===== src/verilog/opaddr_pkg.sv =====
// shared constants and carriers for operand addressing and table access
package opaddr_pkg;
	localparam int DATA_W = 16;
	localparam int PROG_W = 24;
	localparam int PAGE_W = 8;
	localparam int FILE_ADDR_W = 13;
	localparam int DEFAULT_WORKING_REG_IDX_W = 4;
	localparam int LIT5_W = 5;
	localparam int LIT10_W = 10;
	localparam int PAGE_CFG_BIT = 7;
	localparam int BYTE_W = 8;
	localparam logic [3:0] WORKING_REG_ZERO = 4'h0;
	localparam logic [15:0] PC_STEP = 16'h0002;
	localparam logic [7:0] PAGE_RESET = 8'h00;

	typedef enum logic [2:0] {
		MODE_REG_DIRECT = 3'h0,
		MODE_REG_INDIRECT = 3'h1,
		MODE_IND_POST = 3'h2,
		MODE_IND_PRE = 3'h3,
		MODE_LIT5 = 3'h4,
		MODE_LIT10 = 3'h5,
		MODE_FILE = 3'h6,
		MODE_FULL = 3'h7
	} addr_mode_t;

	typedef enum logic [2:0] {
		TBL_NONE = 3'h0,
		TBL_RD_LOW = 3'h1,
		TBL_RD_HIGH = 3'h2,
		TBL_WR_LOW = 3'h3,
		TBL_WR_HIGH = 3'h4
	} tbl_op_t;

	typedef enum logic [1:0] {
		ST_IDLE = 2'b00,
		ST_WAIT = 2'b01,
		ST_DONE = 2'b11
	} tbl_state_t;

	typedef struct packed {
		tbl_op_t op;
		logic byte_mode;
		logic [15:0] offset;
		logic [15:0] wdata;
	} tbl_req_t;

	typedef struct packed {
		logic valid;
		logic [23:0] addr;
		logic [23:0] wdata;
		logic [2:0] lane_we;
		logic rd;
	} prog_req_t;
endpackage


===== src/verilog/table_access_operand_addressing.sv =====
// operand address resolution and program-space table access path
// Function
// - file register ops reach only lowest 8192 bytes via 13-bit field
// - working register zero implied; result to file or it (no selection made here, op_dest_default_working_reg is unused); multiply to pair
// - move instruction may address the whole data space
// - first three-operand source is a working register, register direct
// - second source from register, memory or 5-bit literal; result reg/mem
// - direct, indirect, post-, pre-modified indirect and literal modes
// - low table ops access program low word directly
// - high table ops alone reach the upper program byte
// - program counter steps by two per program word
// - low read word mode copies P<15:0> to D<15:0>
// - low read byte mode picks byte by byte select into low byte
// - high read word mode gives P<23:16>, upper byte zero
// - high read byte mode gives selected byte, phantom byte reads zero
// - table writes store bytes or words mirroring the read modes
// - page register bit 7 selects user or configuration memory
// - only paged table ops reach configuration area
`timescale 1ns/1ps
module table_access_operand_addressing
	import opaddr_pkg::*;
(
	input wire logic clk,
	input wire logic rst,
	// operand resolution request
	input wire logic op_valid,
	input wire addr_mode_t op_mode,
	input wire logic [3:0] op_reg,
	input wire logic [15:0] op_reg_val,
	input wire logic [12:0] op_file_addr,
	input wire logic [15:0] op_full_addr,
	input wire logic [9:0] op_literal,
	input wire logic [15:0] op_mod,
	input wire logic op_is_mul,
	input wire logic op_dest_default_working_reg,
	output logic ea_valid,
	output logic [15:0] ea_addr,
	output logic ea_is_mem,
	output logic [15:0] ea_literal,
	output logic [3:0] ea_dest_reg,
	output logic ea_dest_pair,
	output logic [15:0] ea_reg_update,
	output logic ea_reg_we,
	// program counter
	input wire logic pc_advance,
	output logic [15:0] pc_q,
	// page register
	input wire logic page_we,
	input wire logic [7:0] page_wdata,
	output logic [7:0] table_page_reg,
	// table request
	input wire logic tbl_valid,
	input wire tbl_req_t tbl_req,
	output logic tbl_ready,
	output logic tbl_done,
	output logic [15:0] tbl_rdata,
	output logic tbl_cfg_space,
	// program memory side
	output prog_req_t prog_q,
	input wire logic prog_ack,
	input wire logic [23:0] prog_rdata
);
	tbl_state_t state_q;
	tbl_op_t op_q;
	logic byte_mode_q;
	logic bsel_q;
	logic [15:0] ind_addr;
	logic [15:0] lit_val;
	logic [23:0] wide_w;
	logic [2:0] lanes;
	logic [15:0] rd_word;

	always_comb begin
		ind_addr = op_reg_val;
		if (op_mode == MODE_IND_PRE) begin
			ind_addr = op_reg_val + op_mod;
		end
	end

	always_comb begin
		lit_val = {11'h000, op_literal[LIT5_W-1:0]};
		if (op_mode == MODE_LIT10) begin
			lit_val = {6'h00, op_literal};
		end
	end

	always_ff @(posedge clk or posedge rst) begin
		if (rst) begin
			ea_valid <= 1'b0;
			ea_addr <= 16'h0000;
			ea_is_mem <= 1'b0;
			ea_literal <= 16'h0000;
		end else begin
			ea_valid <= op_valid;
			if (op_valid) begin
				ea_literal <= 16'h0000;
				case (op_mode)
				MODE_REG_DIRECT: begin
					ea_addr <= {12'h000, op_reg};
					ea_is_mem <= 1'b0;
				end
				MODE_REG_INDIRECT, MODE_IND_POST, MODE_IND_PRE: begin
					ea_addr <= ind_addr;
					ea_is_mem <= 1'b1;
				end
				MODE_LIT5, MODE_LIT10: begin
					ea_addr <= 16'h0000;
					ea_is_mem <= 1'b0;
					ea_literal <= lit_val;
				end
				MODE_FILE: begin
					ea_addr <= {3'h0, op_file_addr};
					ea_is_mem <= 1'b1;
				end
				MODE_FULL: begin
					ea_addr <= op_full_addr;
					ea_is_mem <= 1'b1;
				end
				default: begin
					ea_addr <= 16'h0000;
					ea_is_mem <= 1'b0;
				end
				endcase
			end
		end
	end

	always_ff @(posedge clk or posedge rst) begin
		if (rst) begin
			ea_dest_reg <= WORKING_REG_ZERO;
			ea_dest_pair <= 1'b0;
		end else if (op_valid) begin
			ea_dest_pair <= op_is_mul;
			if (op_is_mul) begin
				ea_dest_reg <= op_reg;
			end else if (op_mode == MODE_FILE) begin
				ea_dest_reg <= WORKING_REG_ZERO;
			end else begin
				ea_dest_reg <= op_reg;
			end
		end
	end

	always_ff @(posedge clk or posedge rst) begin
		if (rst) begin
			ea_reg_update <= 16'h0000;
			ea_reg_we <= 1'b0;
		end else begin
			ea_reg_we <= op_valid && (op_mode == MODE_IND_POST ||
				op_mode == MODE_IND_PRE);
			if (op_valid) begin
				ea_reg_update <= op_reg_val + op_mod;
			end
		end
	end

	always_ff @(posedge clk or posedge rst) begin
		if (rst) begin
			pc_q <= 16'h0000;
		end else if (pc_advance) begin
			pc_q <= pc_q + PC_STEP;
		end
	end

	always_ff @(posedge clk or posedge rst) begin
		if (rst) begin
			table_page_reg <= PAGE_RESET;
		end else if (page_we) begin
			table_page_reg <= page_wdata;
		end
	end

	always_comb begin
		wide_w = {8'h00, tbl_req.wdata};
		lanes = 3'h3;
		if (tbl_req.op == TBL_WR_HIGH) begin
			wide_w = {tbl_req.wdata[7:0], 16'h0000};
			lanes = 3'h4;
			if (tbl_req.byte_mode && tbl_req.offset[0]) begin
				lanes = 3'h0;
			end
		end else if (tbl_req.byte_mode) begin
			wide_w = {8'h00, tbl_req.wdata[7:0], tbl_req.wdata[7:0]};
			lanes = tbl_req.offset[0] ? 3'h2 : 3'h1;
		end
	end

	// table access sequencer
	always_ff @(posedge clk or posedge rst) begin
		if (rst) begin
			state_q <= ST_IDLE;
			op_q <= TBL_NONE;
			byte_mode_q <= 1'b0;
			bsel_q <= 1'b0;
			prog_q <= '0;
			tbl_cfg_space <= 1'b0;
		end else begin
			case (state_q)
			ST_IDLE: begin
				if (tbl_valid && tbl_req.op != TBL_NONE) begin
					state_q <= ST_WAIT;
					op_q <= tbl_req.op;
					byte_mode_q <= tbl_req.byte_mode;
					bsel_q <= tbl_req.offset[0];
					prog_q.valid <= 1'b1;
					prog_q.addr <= {table_page_reg, tbl_req.offset};
					tbl_cfg_space <= table_page_reg[PAGE_CFG_BIT];
					prog_q.rd <= (tbl_req.op == TBL_RD_LOW) ||
						(tbl_req.op == TBL_RD_HIGH);
					prog_q.wdata <= wide_w;
					prog_q.lane_we <= (tbl_req.op == TBL_WR_LOW ||
						tbl_req.op == TBL_WR_HIGH) ? lanes : 3'h0;
				end
			end
			ST_WAIT: begin
				if (prog_ack) begin
					state_q <= ST_DONE;
					prog_q.valid <= 1'b0;
				end
			end
			ST_DONE: begin
				state_q <= ST_IDLE;
			end
			default: begin
				state_q <= ST_IDLE;
			end
			endcase
		end
	end

	always_comb begin
		rd_word = prog_rdata[15:0];
		if (op_q == TBL_RD_HIGH) begin
			rd_word = {8'h00, prog_rdata[23:16]};
			if (byte_mode_q && bsel_q) begin
				rd_word = 16'h0000;
			end
		end else if (byte_mode_q) begin
			rd_word = {8'h00, bsel_q ? prog_rdata[15:8] : prog_rdata[7:0]};
		end
	end

	always_ff @(posedge clk or posedge rst) begin
		if (rst) begin
			tbl_done <= 1'b0;
			tbl_rdata <= 16'h0000;
			tbl_ready <= 1'b0;
		end else begin
			tbl_ready <= (state_q == ST_IDLE) &&
				!(tbl_valid && tbl_req.op != TBL_NONE);
			tbl_done <= (state_q == ST_WAIT) && prog_ack;
			if (state_q == ST_WAIT && prog_ack && prog_q.rd) begin
				tbl_rdata <= rd_word;
			end
		end
	end

	a_pc_step: assert property (@(posedge clk) disable iff (rst)
		pc_advance |=> pc_q == $past(pc_q) + PC_STEP)
		else $error("pc did not step by two");
	// address formed from page and offset
	a_addr_concat: assert property (@(posedge clk) disable iff (rst)
		(state_q == ST_IDLE && tbl_valid && tbl_req.op != TBL_NONE) |=>
		prog_q.addr == {$past(table_page_reg), $past(tbl_req.offset)})
		else $error("table address mismatch");
	a_cfg_flag: assert property (@(posedge clk) disable iff (rst)
		prog_q.valid |-> tbl_cfg_space == prog_q.addr[23])
		else $error("config space flag wrong");
	a_high_phantom: assert property (@(posedge clk) disable iff (rst)
		(tbl_done && op_q == TBL_RD_HIGH) |-> tbl_rdata[15:8] == 8'h00)
		else $error("phantom byte not zero");
	a_file_near: assert property (@(posedge clk) disable iff (rst)
		(op_valid && op_mode == MODE_FILE) |=> ea_addr[15:13] == 3'h0)
		else $error("file address beyond near space");
	// file ops default to working register zero
	a_file_default_working_reg: assert property (@(posedge clk) disable iff (rst)
		(op_valid && op_mode == MODE_FILE && !op_is_mul) |=>
		ea_dest_reg == WORKING_REG_ZERO)
		else $error("file op destination not register zero");
	// pointer update only on modified modes
	a_ptr_update: assert property (@(posedge clk) disable iff (rst)
		ea_reg_we |-> $past(op_mode) inside {MODE_IND_POST, MODE_IND_PRE})
		else $error("spurious pointer update");
	// low byte read upper byte zero
	a_low_byte: assert property (@(posedge clk) disable iff (rst)
		(tbl_done && op_q == TBL_RD_LOW && byte_mode_q) |->
		tbl_rdata[15:8] == 8'h00)
		else $error("byte read upper byte not zero");
	a_read_no_we: assert property (@(posedge clk) disable iff (rst)
		prog_q.rd |-> prog_q.lane_we == 3'h0)
		else $error("read drives write lanes");
	c_rd_high: cover property (@(posedge clk) tbl_done && op_q == TBL_RD_HIGH);
	c_rd_low_byte: cover property (@(posedge clk)
		tbl_done && op_q == TBL_RD_LOW && byte_mode_q);
	c_write: cover property (@(posedge clk) tbl_done && op_q == TBL_WR_HIGH);
	c_cfg: cover property (@(posedge clk) prog_q.valid && tbl_cfg_space);
endmodule

===== config.mk =====
export PLATFORM = sky130hd
export DESIGN_NAME = table_access_operand_addressing
export DESIGN_NICKNAME = d
export VERILOG_FILES = /design/src/verilog/opaddr_pkg.sv /design/src/verilog/table_access_operand_addressing.sv
export SDC_FILE = /design/constraint.sdc
export NUM_CORES = 1
export LEC_CHECK = 0
export ABC_AREA = 1
export BUFFER_PORTS_ARGS = -buffer_cell sky130_fd_sc_hd__buf_2
export CAP_MARGIN = 30
export CORE_MARGIN = 2
export CORE_UTILIZATION = 49
export DETAILED_ROUTE_END_ITERATION = 12
export HOLD_SLACK_MARGIN = 0.03
export PLACE_DENSITY = 0.88
export REMOVE_ABC_BUFFERS = 1
export SYNTH_ARGS = -nofsm -noshare
export SYNTH_HDL_FRONTEND = slang
export SYNTH_SLANG_ARGS = --single-unit

===== constraint.sdc =====
create_clock -name clk -period 5.8 [get_ports clk]
set_input_delay 0 -clock clk [delete_from_list [all_inputs] [get_ports clk]]
set_output_delay 0 -clock clk [all_outputs]
set_load 0.005 [all_outputs]

==> qor.txt, run 1 <==
fmax = 369 MHz
Peak VDD IR = 0.211 mV
largest family of logic cells by synthesized area = simple AND/OR/NAND/NOR gates
Slew headroom = 32.9%
Max Cap Violations = 0
DIE HEIGHT = 127 um
Final TNS setup = 0 ns
Post-Synth XOR/XNOR Area = 2.23%
worst path cell trace = inv_1, nor2_1, inv_2, nor2_1, nand2_1, a31oi_1, a22oi_1, dlygate4sd3_1
commonest non-fill, non-tap cell in the layout = nand2_1
met2 Use GR = 61.2%
initial antenna violation count = 1
Port Buffers = 298
cell taking the most area after synthesis = dfrtp_1
# DRC = 0
Num CTS Buffers = 17
CTS max path bufs = 2
peak per-stage delay on the critical path = 0.61 ns
Worst path most repeated cell = nor2_1
worst reg2reg path depth = 8
Initial Utilization = 49.7%
pre-CTS setup slack = 3.86 ns
Pwr Density = 360 nW/um^2
Post-Synth Adder-Cell Area = 2.95%
Hold Path Class = in2reg
GRT Residual Overflow = 0
mux contribution to synthesized area = 0%
fin cells = 1,582
routability cong. = 0.864
average wire per standard cell = 18.3 um
Worst Path Max Fanout = 32
postcts setup bufs = 0
Iteration-0 DRC Markers = 749
post-synth top area share = 50.3%
via/cell ratio = 5.55
Synth area leaders = dfrtp_1 50%, nand2_1 17%, nand3_1 4.0%
Yosys cell types = 37
hold depth = 7
die footprint = 16,200 um^2
compound-gate portion of the synthesized area = 10.1%
DP Cell Count = 1,389
Detail Placement HPWL = 15,500 um
slowest CP cell = dlygate4sd3_1
Max Slew Vio Count = 0
total iterations of the first detailed-routing run = 7
synthesized area = 7470 um^2
CTS clk-pin slew, worst paths = 0.07 ns
met3 usage = 10.4%
share of synthesized area occupied by flip-flops and latches = 50.3%
post-route cell area = 11,300 um^2
Clock Sinks = 150
fraction of the mapped netlist area in simple logic gates = 27.2%
IO Count = 307
Largest Register = prog_q
commonest non-fill, non-tap cells in the layout = 347 x nand2_1, 298 x buf_2, 160 x dlygate4sd3_1, 150 x dfrtp_1, 71 x inv_1
startpoint types = flip-flop
Fillers = 944
clock root cell = clkbuf_16
Rows = 45
routing usage on met1 = 37.9%
vias in the first global route = 8,904
gr busiest metal = met2
Chip Width = 127 um
CP endpoint kind = flip-flop
share of cells above drive strength 1 = 25.3%
CP arrival = 3.01 ns
Tcrit/Tclk final = 46.8%
WP buf/inv = 3
H-tree depth = 4
Largest register FFs = 52
vias = 8,784
Final setup viols = 0
core area = 15,000 um^2
Layout area overhead = 50.9%
Worst Tran Pin Value = 1.01 ns
fin crit period = 2.71 ns
CTS tree = built
GRT Total Usage = 35.8%
global-route wire length before repair = 45,200 um
CP Class = reg2reg
Syn Inst Count = 936
Mapped Avg Cell Area = 7.98 um^2
required time of the critical path = 6.10 ns
Seq cells post-synth = 150
worst skew pair latency = 0.42 ns
Stages on worst setup path = 8
RSZ-0062 raised after global routing = false
Final Hold Fails = 0
Yosys warning count = 0
Cell Area, Placed = 9050 um^2
fin nets = 1,552
Detailed Route WL = 28,900 um
number of routed nets with antenna violations = 0
outcome = finished, final reports clean
final worst slack = 3.09 ns
pin count of the biggest net entering global routing = 75
Clock Skew = 0.0112 ns
Crit path max-delay family = simple AND/OR/NAND/NOR gates
cell leakage power = 6.16 nW
==> metrics by stage <==
| stage | power (mW) | hold WS (ns) | util, % |
|---|---|---|---|
| 2_1_floorplan | 2.09 | 0.0314 | - |
| 3_3_place_gp | 2.57 | 0.127 | 60.0 |
| 3_5_place_dp | 2.63 | 0.133 | 60.2 |
| 4_1_cts | 3.89 | 0.0349 | 74.9 |
| 5_1_grt | 4.25 | 0.0865 | 74.9 |
| 6_report | 4.05 | 0.0533 | 75.0 |
==> area by class of cell <==
class                           instances  area [um^2]  share of cell area (%)
Antenna cell                            2         5.00                  0.0444
Sequential cell                       150         3750                    33.3
Clock buffer                           21          470                    4.17
Clock inverter                         10          144                    1.28
Multi-Input combinational cell        666         3200                    28.4
Inverter                               82          313                    2.78
Tap cell                              188          235                    2.09
Timing Repair Buffer                  463         3150                    28.0
==> cells by family after synthesis <==
kind of cell	after synthesis
buffers and inverters	126
AND/OR/NAND/NOR	497
AO/OA/AOI/OAI	126
flip-flops	150
adder cells (fa/ha/maj)	17
other	1
XOR/XNOR	19
==> what timing repair did <==
item,4_1_cts,5_1_grt
hold endpoints to repair,185,0
resized for setup,0,0
hold buffers,160,0
==> worst reg2reg max path, stage by stage, from the launching register on <==
cell and delay (ns):
dfrtp_1 0.43, inv_1 0.06, nor2_1 0.15, inv_2 0.08, nor2_1 0.16, nand2_1 0.57
a31oi_1 0.44, a22oi_1 0.10, dlygate4sd3_1 0.61
==> cells in the mapped netlist, drive strengths merged <==
master,n
clkbuf,19
dfrtp,150
buf,25
nor3b,1
xnor2,8
o211ai,1
nand2,349
nor4,1
o21ai,59
nor2,73
o2111ai,1
conb,1
o21bai,8
fa,1
o41ai,8
nor3,8
a21oi,15
ha,16
xor2,11
inv,79
a31oi,16
nand4,4
a22oi,18
nand3,61
clkinv,3
==> power breakdown <==
part / switching [mW] / internal, mW / leakage (nW)
sequential: 0.218 / 1.35 / 1.89
combinational: 0.770 / 0.563 / 3.99
clock: 0.445 / 0.712 / 0.292
==> final timing paths <==
| check | from | end | slack (ns) |
|---|---|---|---|
| setup / recovery | state_q[0] | tbl_rdata[4] | 3.09 |
| hold / removal | op_reg_val[11] | ea_addr[11] | 0.05 |
| setup reg to reg | state_q[0] | tbl_rdata[4] | 3.09 |
| hold reg to reg | prog_q[36] | prog_q[36] | 0.47 |
| max in group asynchronous | rst | prog_q[23] | 4.36 |
| min in group asynchronous | rst | prog_q[8] | 0.24 |
==> per-layer routing <==
layer | wire, um | up-vias | share of wire [%]
met4 | 2100 | 0 | 7.2
met3 | 2850 | 185 | 9.9
met2 | 14100 | 649 | 49
met5 | 0 | - | 0
li1 | - | 3893 | -
met1 | 9900 | 4057 | 34
No activity file was read; power rests on OpenSTA's default activity.
==> inputs of run 2 (changes only) <==
- ABC_AREA: 1 -> 0
- CORE_UTILIZATION: 49 -> 48
- PLACE_DENSITY: 0.88 -> 0.87
- clock period: 5.8 -> 2.7 ns (I/O delays scaled with it)
==> run 2 against run 1 <==
Net effect: clock power rose by 120%; sequential cell count did not move; critical endpoint is now ea_reg_update[14]; sequential power rose by 110%; largest power group unchanged.
==> qor.txt, run 2 <==
outcome = finished, final reports clean
fin crit period = 2.47 ns
Seq pwr share = 39.7%
Hold Path Class = in2reg
switching fraction of total power = 32.3%
CTS max path bufs = 2
Hold Slack = 0.0372 ns
Iteration-0 DRC Markers = 504
die footprint = 16,200 um^2
worst skew pair latency = 0.42 ns
Max Slew Vio Count = 0
share of cells above drive strength 1 = 37.7%
Yosys cell types = 59
Max Cap Violations = 0
post-route cell area = 10,600 um^2
share of synthesized area occupied by flip-flops and latches = 51.5%
startpoint types = input pin
Num CTS Buffers = 17
Syn Inst Count = 676
worst reg2reg path depth = 7
CP Class = in2reg
Final Util = 70.3%
Largest register FFs = 52
NetSw = 2.71 mW
DP Cell Count = 1,133
Tcrit/Tclk final = 91.4%
Slew headroom = 52.6%
clock root cell = clkbuf_16
postcts setup bufs = 0
total power = 8.39 mW
CP endpoint kind = flip-flop
vias in the first global route = 7,167
Clock Skew = 0.0125 ns
initial antenna violation count = 0
fmax = 405 MHz
Async S/R FF share, synth = 100%
global-route wire length before repair = 35,600 um
via/cell ratio = 5.60
cell leakage power = 5.27 nW
Pwr Density = 795 nW/um^2
worst r2r dst = tbl_rdata[6]
average wire per standard cell = 18.2 um
routability cong. = 0.916
CP arrival = 2.73 ns
Detail Placement HPWL = 14,600 um
Port Buffers = 298
Antenna diodes = 0
WHS Endpoint = ea_addr[5]
Initial Utilization = 48.5%
vias = 7,083
Peak VDD IR = 0.723 mV
Mapped Avg Cell Area = 10.8 um^2
Post-CTS Resized = 0
RSZ-0062 raised after global routing = false
core area = 15,000 um^2
CTS clk-pin slew, worst paths = 0.07 ns
count leader, synth = dfrtp_1
Detailed Route WL = 23,000 um
Worst Path Max Fanout = 3
internal power = 5.69 mW
min-delay src = op_full_addr[5]
Largest Register = prog_q
fin cells = 1,264
commonest non-fill, non-tap cell in the layout = buf_2
Chip Width = 127 um
Final TNS setup = 0 ns
clock share of power = 30.3%
Layout area overhead = 45.0%
EDFF count, synth = 0
IO Count = 307
Seq cells post-synth = 150
number of routed nets with antenna violations = 0
required time of the critical path = 2.96 ns
pin count of the biggest net entering global routing = 79
H-tree depth = 4
Final setup viols = 0
GRT Total Usage = 28.1%
Cell Area, Placed = 8940 um^2
leading cell types by count after synthesis = 150 x dfrtp_1, 81 x nand2_1, 52 x mux2_2
synthesized area = 7290 um^2
Clock Sinks = 150
Fillers = 1,030
Synth area leaders = dfrtp_1 52%, mux2_2 8.0%, nand2_1 4.2%
r2r setup slk = 0.63 ns
Final Hold Fails = 0
cell taking the most area after synthesis = dfrtp_1
post-synth top area share = 51.5%
fin nets = 1,235
DIE HEIGHT = 127 um
Rows = 45
Gate power share = 29.9%
Worst Tran Pin Value = 0.711 ns
# DRC = 0
total iterations of the first detailed-routing run = 5
hold depth = 4
GRT Residual Overflow = 0
Worst R2R Start = op_q[0]
Yosys warning count = 0
commonest non-fill, non-tap cells in the layout = 298 x buf_2, 150 x dfrtp_1, 99 x dlygate4sd3_1, 80 x nand2_1, 52 x mux2_2
ys flop type = dfrtp_1
CTS tree = built
pre-CTS setup slack = 0.319 ns
final worst slack = 0.233 ns
## run 2: worst max-delay path by stage
stage                  startpoint                end  slack [ns]
finish                  op_mod[0]  ea_reg_update[14]        0.23
global route            op_mod[0]  ea_reg_update[14]        0.04
CTS                     op_mod[0]  ea_reg_update[14]        0.26
detailed placement  op_reg_val[0]  ea_reg_update[14]        0.32
global placement    op_reg_val[0]  ea_reg_update[14]        0.41
floorplan                     rst        byte_mode_q       -1.34
## run 2: metal layers
layer | vias to the layer above | wire length (um) | GRT usage (%)
met5 | - | 0 | 0
met4 | 0 | 1290 | 17.5
met3 | 94 | 1880 | 7.66
met2 | 417 | 11500 | 47.8
met1 | 3384 | 8320 | 31.3
li1 | 3188 | - | -
## run 2: layout make-up
type	count	area, um^2	area share (%)
inverters	21	83.8	0.793
flip-flops and latches	150	3750	35.5
clock inverters	15	209	1.98
multi-input cells	464	3260	30.9
repair buffers	409	2600	24.6
clock buffers	17	425	4.03
well taps	188	235	2.23
## run 2: power groups by stage
| stage | Combinational, mW | Sequential (mW) | Clock [mW] |
|---|---|---|---|
| final | 2.51 | 3.34 | 2.54 |
| after global placement | 2.18 | 3.29 | 0 |
| after global routing | 2.74 | 3.40 | 2.68 |
| after CTS | 2.42 | 3.30 | 2.57 |
| after detailed placement | 2.26 | 3.32 | 0 |
| after floorplan | 1.07 | 3.35 | 0 |
## run 2: kinds of logic after synthesis
logic type | share of synthesized area (%)
mux | 11.3
compound gates | 16.1
fa+ha+maj | 3.71
simple gates | 9.63
other cells | 0.0515
xor+xnor | 3.61
flops | 51.5
buf+inv | 4.07
## run 2: critical path: stages
cell	delay, ns
dlygate4sd3_1	0.54
buf_2	0.12
ha_1	0.20
fa_1	0.43
a21oi_1	0.24
o21ai_2	0.14
a2111oi_2	0.40
a311oi_2	0.11
a31oi_1	0.24
xor2_1	0.20
o21ai_0	0.09
## run 2: timing repair
action                                  CTS  global route
endpoints found under the setup margin    0             0
hold buffers                             98             1
endpoints found under the hold margin   178             1
==> inputs of run 3 (changes only) <==
- PLACE_DENSITY: 0.87 -> 0.8
- SETUP_SLACK_MARGIN: unset -> 0.4
==> run 3 against run 2 <==
Net effect: count of clock-buffer cells in the layout up 5; final cell count increased by 0.63%; sequential share of layout area shrank 0.084 points; total power shrank 2.0%; clock power shrank 5%; sequential cell count unchanged; wire length fell by 1.1%; die area unchanged; critical path depth down 1; sequential power is essentially flat; worst hold slack better by 0.0098 ns; combinational power barely moved; critical path type unchanged; critical endpoint is now ea_addr[12].
==> qor.txt, run 3 (synthesis results as in run 2) <==
startpoint types = input pin
Cell Area, Placed = 8940 um^2
worst path cell trace = dlygate4sd3_1, buf_2, ha_1, a21oi_2, nand2_1, a2111oi_2, a311oi_2, xnor2_1, and3_1, o32ai_2
Detail Placement HPWL = 14,700 um
clock root cell = clkbuf_16
Worst Tran Pin Value = 0.762 ns
clock share of power = 29.5%
Fillers = 1,099
number of routed nets with antenna violations = 0
DP Cell Count = 1,133
slowest CP cell = dlygate4sd3_1
pre-CTS setup slack = 0.351 ns
Pwr Density = 777 nW/um^2
peak per-stage delay on the critical path = 0.54 ns
switching fraction of total power = 31.2%
Final setup viols = 0
worst reg2reg path depth = 7
H-tree depth = 4
fmax = 460 MHz
hold depth = 4
DIE HEIGHT = 127 um
Gate power share = 30.1%
internal power = 5.66 mW
initial antenna violation count = 5
Largest register FFs = 52
Rows = 45
total power = 8.23 mW
global-route wire length before repair = 36,300 um
die footprint = 16,200 um^2
IO Count = 307
CP endpoint kind = flip-flop
Worst R2R Start = op_q[0]
WP buf/inv = 2
Iteration-0 DRC Markers = 341
commonest non-fill, non-tap cells in the layout = 298 x buf_2, 150 x dfrtp_1, 102 x dlygate4sd3_1, 80 x nand2_1, 52 x mux2_2
pin count of the biggest net entering global routing = 86
cell leakage power = 5.28 nW
Chip Width = 127 um
CP Class = in2reg
CP arrival = 2.44 ns
# DRC = 0
CTS clk-pin slew, worst paths = 0.06 ns
vias in the first global route = 7,180
GRT Residual Overflow = 0
vias = 6,865
fin nets = 1,239
Layout area overhead = 45.4%
Detailed Route WL = 22,800 um
total iterations of the first detailed-routing run = 5
Worst Setup SP = op_reg_val[7]
worst r2r dst = tbl_rdata[2]
required time of the critical path = 2.97 ns
Clock Skew = 0.0108 ns
min-delay src = op_file_addr[5]
Max Slew Vio Count = 0
worst skew pair latency = 0.42 ns
routability cong. = 0.864
post-route cell area = 10,600 um^2
Final Hold Fails = 0
NetSw = 2.56 mW
GRT Total Usage = 28.6%
Crit path max-delay family = compound AO/OA/AOI/OAI gates
fin crit period = 2.17 ns
Port Buffers = 298
CTS tree = built
core area = 15,000 um^2
Slew headroom = 49.2%
final worst slack = 0.528 ns
fin cells = 1,272
via/cell ratio = 5.40
Tcrit/Tclk final = 80.5%
Clock Sinks = 150
Seq pwr share = 40.4%
average wire per standard cell = 17.9 um
Num CTS Buffers = 17
Worst Path Max Fanout = 6
r2r setup slk = 0.70 ns
outcome = finished, final reports clean
Max Cap Violations = 0
Initial Utilization = 48.5%
commonest non-fill, non-tap cell in the layout = buf_2
CTS max path bufs = 2
Largest Register = prog_q
WHS Endpoint = ea_addr[5]
Hold Path Class = in2reg
RSZ-0062 raised after global routing = false
Peak VDD IR = 0.468 mV
share of cells above drive strength 1 = 37.7%
==> run 3: metrics by stage <==
stage / utilization (%) / hold slack [ns] / TNS (ns)
after floorplan: - / 0.0314 / -200.46
after global placement: 59.5 / 0.0379 / 0
after detailed placement: 59.5 / 0.0428 / 0
after CTS: 70.3 / 0.0312 / 0
after global routing: 70.4 / 0.0693 / 0
final: 70.4 / 0.0471 / 0
==> run 3: worst max path at each step <==
stage                             end  slack, ns  depth (start not counted)
floorplan                 byte_mode_q      -1.34                          1
global placement    ea_reg_update[14]       0.39                         10
detailed placement        ea_addr[12]       0.35                         10
CTS                 ea_reg_update[14]       0.53                         10
global route              ea_addr[12]       0.41                         10
finish                    ea_addr[12]       0.53                         10
==> run 3: power by group through the flow <==
stage,sequential (mW),combinational (mW),clock [mW]
2_1_floorplan,3.35,1.07,0
3_3_place_gp,3.30,2.20,0
3_5_place_dp,3.33,2.27,0
4_1_cts,3.31,2.44,2.46
5_1_grt,3.40,2.73,2.57
6_report,3.33,2.48,2.42
==> run 3: timing repair <==
item | 4_1_cts | 5_1_grt
resized for setup | 0 | 1
hold endpoints to repair | 144 | 0
hold buffers | 102 | 0
setup buffers | 0 | 1
endpoints found under the setup margin | 0 | 2
==> run 3: worst reg2reg max path, cell delays in order, from the launching register on <==
cell	delay (ns)
dfrtp_1	0.38
nor3b_2	0.19
buf_4	0.24
mux2i_1	0.24
dlygate4sd3_1	0.58
nor2_1	0.04
a21oi_1	0.11
o21ai_0	0.09
==> run 3: layer usage <==
layer / routed length [um] / global-route usage, % / up-vias
li1: - / - / 3191
met1: 8760 / 32.9 / 3305
met2: 11600 / 49.9 / 308
met3: 1610 / 7.37 / 61
met4: 750 / 13.8 / 0
met5: 0 / 0 / -
==> run 3: layout make-up <==
type                            instances  area [um^2]  share of cell area (%)
Tap cell                              188          235                    2.22
Multi-Input combinational cell        464         3270                    30.9
Inverter                               21         83.8                   0.792
Clock buffer                           22          484                    4.57
Timing Repair Buffer                  413         2640                    24.9
Antenna cell                            5         12.5                   0.118
Clock inverter                          9          116                    1.10
Sequential cell                       150         3750                    35.4
